$ cat src/ifm_map.svh
`ifndef IFM_MAP_SVH
`define IFM_MAP_SVH

// selection codes
`define IFM_SEL_GP 3'h0
`define IFM_SEL_F1 3'h1
`define IFM_SEL_F2 3'h2

// input port bit positions
`define IFM_PORT_RESTART 0
`define IFM_PORT_SERVO 1
`define IFM_PORT_AUTO 2
`define IFM_NUM_PORTS 3

// timing
`define IFM_HOLD_MS 1000
`define IFM_CLK_KHZ 200000
`define IFM_CNT_W 28

`endif

$ cat src/ifm_pkg.sv
package ifm_pkg;

    typedef logic [2:0] ifm_sel_t;

    typedef enum logic {
        BOOT_WAIT,
        BOOT_IDLE
    } ifm_boot_t;

endpackage : ifm_pkg

$ cat src/ifm_edge_sync.sv
`timescale 1ns/1ps
`include "ifm_map.svh"

module ifm_edge_sync (
    input wire logic ref_clk,
    input wire logic rst_n,
    input wire logic clk_en,
    input wire logic [`IFM_NUM_PORTS-1:0] pin_in,
    output logic [`IFM_NUM_PORTS-1:0] level,
    output logic [`IFM_NUM_PORTS-1:0] rise,
    output logic [`IFM_NUM_PORTS-1:0] fall
);

    genvar gi;
    generate
        for (gi = 0; gi < `IFM_NUM_PORTS; gi++) begin : g_port
            logic meta_r;
            logic sync_r;
            logic prev_r;
            always_ff @(posedge ref_clk or negedge rst_n) begin
                if (!rst_n) begin
                    meta_r <= 1'b0;
                    sync_r <= 1'b0;
                    prev_r <= 1'b0;
                end else if (clk_en) begin
                    meta_r <= pin_in[gi];
                    sync_r <= meta_r;
                    prev_r <= sync_r;
                end
            end
            assign level[gi] = sync_r;
            // edges come only from the second stage and its delayed copy
            assign rise[gi] = sync_r & ~prev_r;
            assign fall[gi] = ~sync_r & prev_r;
        end
    endgenerate

endmodule : ifm_edge_sync

$ cat src/ifm_input_mapper.sv
`timescale 1ns/1ps
`include "ifm_map.svh"

// Notes on behaviour
// each selection takes 0..5; zero keeps the port a plain input.
// port one, selection one: restart after one second held active.
// enable restart input when emergency stop continues operation.
// port two, selection one: rising edge switches servo on, all axes.
// port two, selection one: falling edge switches servo off, all axes.
// sequencer spaces servo input transitions at least 1.5 s apart.
// sequencer toggles servo input only while controller is idle.
// port three, selection one: plain input; auto-start after reset in AUTO.
// port three, selection two: rise starts auto program, fall aborts all.
// sequencer holds auto-start input active at least 100 ms.
// inputs are synchronised, edges taken from the synchronised level.
module ifm_input_mapper #(
    parameter int unsigned HOLD_CYCLES = `IFM_HOLD_MS * `IFM_CLK_KHZ
) (
    input wire logic ref_clk,
    input wire logic rst_n,
    input wire logic clk_en,
    input wire logic [`IFM_NUM_PORTS-1:0] pin_in,
    input wire ifm_pkg::ifm_sel_t sel_restart,
    input wire ifm_pkg::ifm_sel_t sel_servo,
    input wire ifm_pkg::ifm_sel_t sel_auto,
    input wire logic auto_mode,
    output logic [`IFM_NUM_PORTS-1:0] gp_in,
    output logic sw_restart,
    output logic servo_on_cmd,
    output logic servo_off_cmd,
    output logic auto_start,
    output logic abort_all
);

    localparam logic [`IFM_CNT_W-1:0] HOLD_LIM = HOLD_CYCLES[`IFM_CNT_W-1:0];

    logic [`IFM_NUM_PORTS-1:0] lvl;
    logic [`IFM_NUM_PORTS-1:0] rise;
    logic [`IFM_NUM_PORTS-1:0] fall;
    logic [`IFM_NUM_PORTS-1:0] gp_in_r;
    logic [`IFM_CNT_W-1:0] hold_cnt_r;
    logic [`IFM_CNT_W-1:0] hold_cnt_nxt;
    logic restart_r;
    logic servo_on_r;
    logic servo_off_r;
    logic auto_start_r;
    logic abort_r;
    logic restart_held;
    logic restart_fire;
    logic boot_launch;
    ifm_pkg::ifm_boot_t boot_r;

    // two-stage sync
    ifm_edge_sync u_sync (
        .ref_clk(ref_clk),
        .rst_n(rst_n),
        .clk_en(clk_en),
        .pin_in(pin_in),
        .level(lvl),
        .rise(rise),
        .fall(fall)
    );

    // general-purpose view of each port
    always_ff @(posedge ref_clk or negedge rst_n) begin
        if (!rst_n) begin
            gp_in_r <= '0;
        end else if (clk_en) begin
            gp_in_r[`IFM_PORT_RESTART] <= (sel_restart == `IFM_SEL_GP) & lvl[`IFM_PORT_RESTART];
            gp_in_r[`IFM_PORT_SERVO] <= (sel_servo == `IFM_SEL_GP) & lvl[`IFM_PORT_SERVO];
            // selection one keeps port three general-purpose
            gp_in_r[`IFM_PORT_AUTO] <= ((sel_auto == `IFM_SEL_GP) | (sel_auto == `IFM_SEL_F1))
                                       & lvl[`IFM_PORT_AUTO];
        end
    end

    // one-second hold counter
    assign restart_held = (sel_restart == `IFM_SEL_F1) & lvl[`IFM_PORT_RESTART];
    assign restart_fire = restart_held & (hold_cnt_r == HOLD_LIM - `IFM_CNT_W'(1));

    // counter saturates at the limit so one long hold fires only once
    always_comb begin
        hold_cnt_nxt = hold_cnt_r;
        if (!restart_held) begin
            hold_cnt_nxt = '0;
        end else if (hold_cnt_r != HOLD_LIM) begin
            hold_cnt_nxt = hold_cnt_r + `IFM_CNT_W'(1);
        end
    end

    always_ff @(posedge ref_clk or negedge rst_n) begin
        if (!rst_n) begin
            hold_cnt_r <= '0;
            restart_r <= 1'b0;
        end else if (clk_en) begin
            hold_cnt_r <= hold_cnt_nxt;
            restart_r <= restart_fire;
        end
    end

    // servo commands on edges
    always_ff @(posedge ref_clk or negedge rst_n) begin
        if (!rst_n) begin
            servo_on_r <= 1'b0;
            servo_off_r <= 1'b0;
        end else if (clk_en) begin
            servo_on_r <= (sel_servo == `IFM_SEL_F1) & rise[`IFM_PORT_SERVO];
            servo_off_r <= (sel_servo == `IFM_SEL_F1) & fall[`IFM_PORT_SERVO];
        end
    end

    // launch pending after power-on or own restart
    always_ff @(posedge ref_clk or negedge rst_n) begin
        if (!rst_n) begin
            boot_r <= ifm_pkg::BOOT_WAIT;
        end else if (clk_en) begin
            case (boot_r)
                ifm_pkg::BOOT_WAIT: boot_r <= ifm_pkg::BOOT_IDLE;
                ifm_pkg::BOOT_IDLE: begin
                    if (restart_r) begin
                        boot_r <= ifm_pkg::BOOT_WAIT;
                    end
                end
                default: boot_r <= ifm_pkg::BOOT_IDLE;
            endcase
        end
    end

    assign boot_launch = (boot_r == ifm_pkg::BOOT_WAIT) & (sel_auto == `IFM_SEL_F1) & auto_mode;

    // auto-start start and abort
    always_ff @(posedge ref_clk or negedge rst_n) begin
        if (!rst_n) begin
            auto_start_r <= 1'b0;
            abort_r <= 1'b0;
        end else if (clk_en) begin
            auto_start_r <= boot_launch | ((sel_auto == `IFM_SEL_F2) & rise[`IFM_PORT_AUTO]);
            abort_r <= (sel_auto == `IFM_SEL_F2) & fall[`IFM_PORT_AUTO];
        end
    end

    assign gp_in = gp_in_r;
    assign sw_restart = restart_r;
    assign servo_on_cmd = servo_on_r;
    assign servo_off_cmd = servo_off_r;
    assign auto_start = auto_start_r;
    assign abort_all = abort_r;
endmodule : ifm_input_mapper

$ cat config.mk
export PLATFORM = sky130hd
export DESIGN_NAME = ifm_input_mapper
export DESIGN_NICKNAME = d
export VERILOG_FILES = /design/src/ifm_pkg.sv /design/src/ifm_edge_sync.sv /design/src/ifm_input_mapper.sv
export VERILOG_INCLUDE_DIRS = /design/src
export SDC_FILE = /design/constraint.sdc
export NUM_CORES = 1
export LEC_CHECK = 0
export BUFFER_PORTS_ARGS = -buffer_cell sky130_fd_sc_hd__buf_4
export CORE_MARGIN = 3
export CORE_UTILIZATION = 58
export CTS_CLUSTER_DIAMETER = 30
export DETAILED_ROUTE_END_ITERATION = 7
export GPL_TIMING_DRIVEN = 0
export PLACE_DENSITY = 0.91
export SYNTH_ARGS = -nofsm -noshare
export SYNTH_HDL_FRONTEND = slang
export SYNTH_SLANG_ARGS = --single-unit
$ cat constraint.sdc
create_clock -name ref_clk -period 3 [get_ports ref_clk]
set_input_delay 0.3 -clock ref_clk [delete_from_list [all_inputs] [get_ports ref_clk]]
set_output_delay 0.3 -clock ref_clk [all_outputs]
set_load 0.01 [all_outputs]
==> impl_metrics.py <==
metrics = {
    "global_route": {
        "grt_overflow": 0,
        "grt.total_usage_pct": 25.3,
        "grt_pass1_vias": 2116,
        "grt_pass1_wl_um": 10100,
        "grt_max_degree": 46,
        "grt_antenna_before_repair": 0,
    },
    "route": {
        "first_pass_iters": 5,
        "drcViolationCount": 0,
        "drt_iter0_drc": 205,
        "drt-vias-per-instance": 6.54,
        "via_count": 2224,
        "ant_nets": 0,
        "post_drt_wl_per_cell_um": 17.4,
        "wl_um": 5910,
    },
    "job": {
        "maxCapViolations": 0,
    },
    "logic_synthesis": {
        "async_flop_share_pct": 100,
        "ys_types": 43,
        "ys_warn_count": 0,
        "synth_cells": 261,
        "ys_ff_latch": 45,
        "synth_ff_type": "dfrtp_1",
        "syn_nets": 279,
        "seq_area_frac_synth_pct": 46.7,
        "syn_area_um2": 2410,
        "synth_edf_count": 0,
        "postSynthAreaPerCell_um2": 9.23,
    },
    "setup_path": {
        "r2r_end": "hold_cnt_r[7]",
        "crit_family": "simple AND/OR/NAND/NOR gates",
        "cp-start-kind": "flip-flop",
        "reg2reg_slack_ns": 0.57,
        "worst-path-buf-inv": 2,
        "path_cells": "or4b_1, or3_1, o31ai_4, or2_1, buf_4, buf_6, o31ai_1",
        "slowest_stage": "or4b_1",
        "worstPathRequired_ns": 3.18,
        "end_kind": "flip-flop",
        "cp_max_fo": 10,
        "cp.arrival_ns": 2.61,
        "critPathKind": "reg -> reg",
        "cp.depth": 7,
        "r2r_cells": 7,
        "rr_startpoint": "hold_cnt_r[12]",
        "cp_slowest_stage_delay_ns": 0.53,
    },
    "status": {
        "status": "finished with violations",
        "violations": "hold timing",
    },
    "floorplanning": {
        "dieArea_um2": 4960,
        "start_util_pct": 63.0,
        "rows": 22,
        "dieHeight_um": 70.5,
        "pin_count": 24,
        "core_um2": 3830,
        "fp.dieW_um": 70.5,
    },
    "placed_design": {
        "gp_congestion": 0.921,
        "placed_cells": 332,
        "numPortBuffers": 23,
        "hpwl_um": 4140,
    },
    "cts": {
        "cts-root-buf": "clkbuf_8",
        "cts_buffers": 5,
        "cts_hold_buf": 0,
        "clock-sinks": 45,
        "h-tree-depth": 2,
        "clkSlewWorstSetupHoldPaths_ns": 0.09,
        "cts_tree": "yes",
        "clk_latency_ns": 0.31,
        "postCtsSetupRepairBufs": 0,
        "cts-resized-gates": 0,
        "cts_buffer_depth": 2,
    },
    "sta": {
        "rsz0062_at_grt": "false",
        "hold_violations": 45,
        "fmax_ghz": 0.412,
        "fin_crit_sh_pct": 80.8,
        "worstMarginPinSlew_ns": 0.756,
        "max_slew_margin_pct": 49.4,
        "finalSetupViolations": 0,
        "finalSetupTns_ns": 0,
        "layout_min_cycle_time_ns": 2.43,
        "slew_viol_final": 0,
        "finClkSkew_ns": 0.0117,
        "holdWs_ns": -0.0262,
    },
    "finish": {
        "area_delta_synth_final_pct": 14.6,
        "most-common-layout-cells": "45 x dfrtp_1, 30 x o21ai_0, 24 x buf_4",
        "postLayoutCoreUtil_pct": 72.2,
        "stdcell_count": 340,
        "antenna_cells": 0,
        "layout_commonest_cell": "dfrtp_1",
        "drive_gt1_share_pct": 15.8,
        "nets": 309,
    },
    "pwr": {
        "total_power_mw": 1.23,
        "power_density_nw_per_um2": 444,
        "ir_drop_v": 0.000273,
        "leakagePower_nw": 1.10,
    },
    "hold_path": {
        "hold_class": "in -> async",
    },
}
cells by family after synthesis:
logic type | after synthesis | share of synthesized area, %
and+or+nand+nor | 94 | 22.1
AOI/OAI and AO/OA | 81 | 21.2
DFF | 45 | 46.7
buffers and inverters | 32 | 5.66
muxes | 7 | 3.27
adders and majority gates | 2 | 1.04
power breakdown:
part	total (mW)	switching, mW	internal [mW]
logic	0.106	0.0573	0.0484
clock network	0.480	0.210	0.271
registers	0.640	0.0134	0.626
total	1.23	0.280	0.945
synth_stat cells (5+ instances only):
cell / count / area share [%]
a21oi_1: 12 / 2.5
a31oi_1: 6 / 1.6
clkbuf_1: 8 / 1.2
dfrtp_1: 45 / 47
inv_1: 16 / 2.5
mux2_2: 7 / 3.3
nand2_1: 18 / 2.8
nand3_1: 13 / 2.7
nand4_1: 9 / 2.3
nand4b_1: 5 / 1.8
nor2_1: 12 / 1.9
nor4_1: 7 / 1.8
o21ai_0: 30 / 6.2
o31ai_1: 13 / 4.0
worst max path at each step:
| stage | from | to | slack (ns) |
|---|---|---|---|
| finish | hold_cnt_r[12] | hold_cnt_r[7] | 0.57 |
| global route | hold_cnt_r[12] | hold_cnt_r[7] | 0.48 |
| CTS | hold_cnt_r[12] | hold_cnt_r[7] | 0.61 |
| detailed placement | sel_restart[1] | hold_cnt_r[11] | 0.60 |
| global placement | sel_restart[1] | hold_cnt_r[10] | 0.63 |
| floorplan | hold_cnt_r[12] | hold_cnt_r[10] | 0.89 |
per-stage QoR:
stage / cell area, um2 / setup slack, ns
2_1_floorplan: 2410 / 0.893
3_3_place_gp: 2640 / 0.627
3_5_place_dp: 2640 / 0.595
4_1_cts: 2760 / 0.615
5_1_grt: 2760 / 0.477
6_report: 2760 / 0.575
metal layers:
metal / wire (um) / vias up / global-route usage (%)
met5: 0 / - / 0
met1: 2530 / 1071 / 34.0
met3: 405 / 17 / 5.32
met2: 2850 / 99 / 39.8
met4: 123 / 0 / 9.79
li1: - / 1037 / -
final cells by class:
| class | count | area, um2 |
|---|---|---|
| Multi-Input combinational cell | 184 | 1150 |
| Sequential cell | 45 | 1130 |
| Fill cell | 280 | 1060 |
| Timing Repair Buffer | 23 | 173 |
| Clock buffer | 6 | 82.6 |
| Buffer | 16 | 76.3 |
| Inverter | 16 | 60.1 |
| Tap cell | 48 | 60.1 |
| Clock inverter | 2 | 37.5 |
sequential cells by signal (all words and copies together) (netlist names):
register	count
u_sync.g_port.prev_r	2
u_sync.g_port.meta_r	3
servo_off_cmd	1
boot_r	1
servo_on_cmd	1
auto_start	1
u_sync.g_port.sync_r	3
sw_restart	1
hold_cnt_r	28
abort_all	1
gp_in	3
No activity file was read; power rests on OpenSTA's default activity.
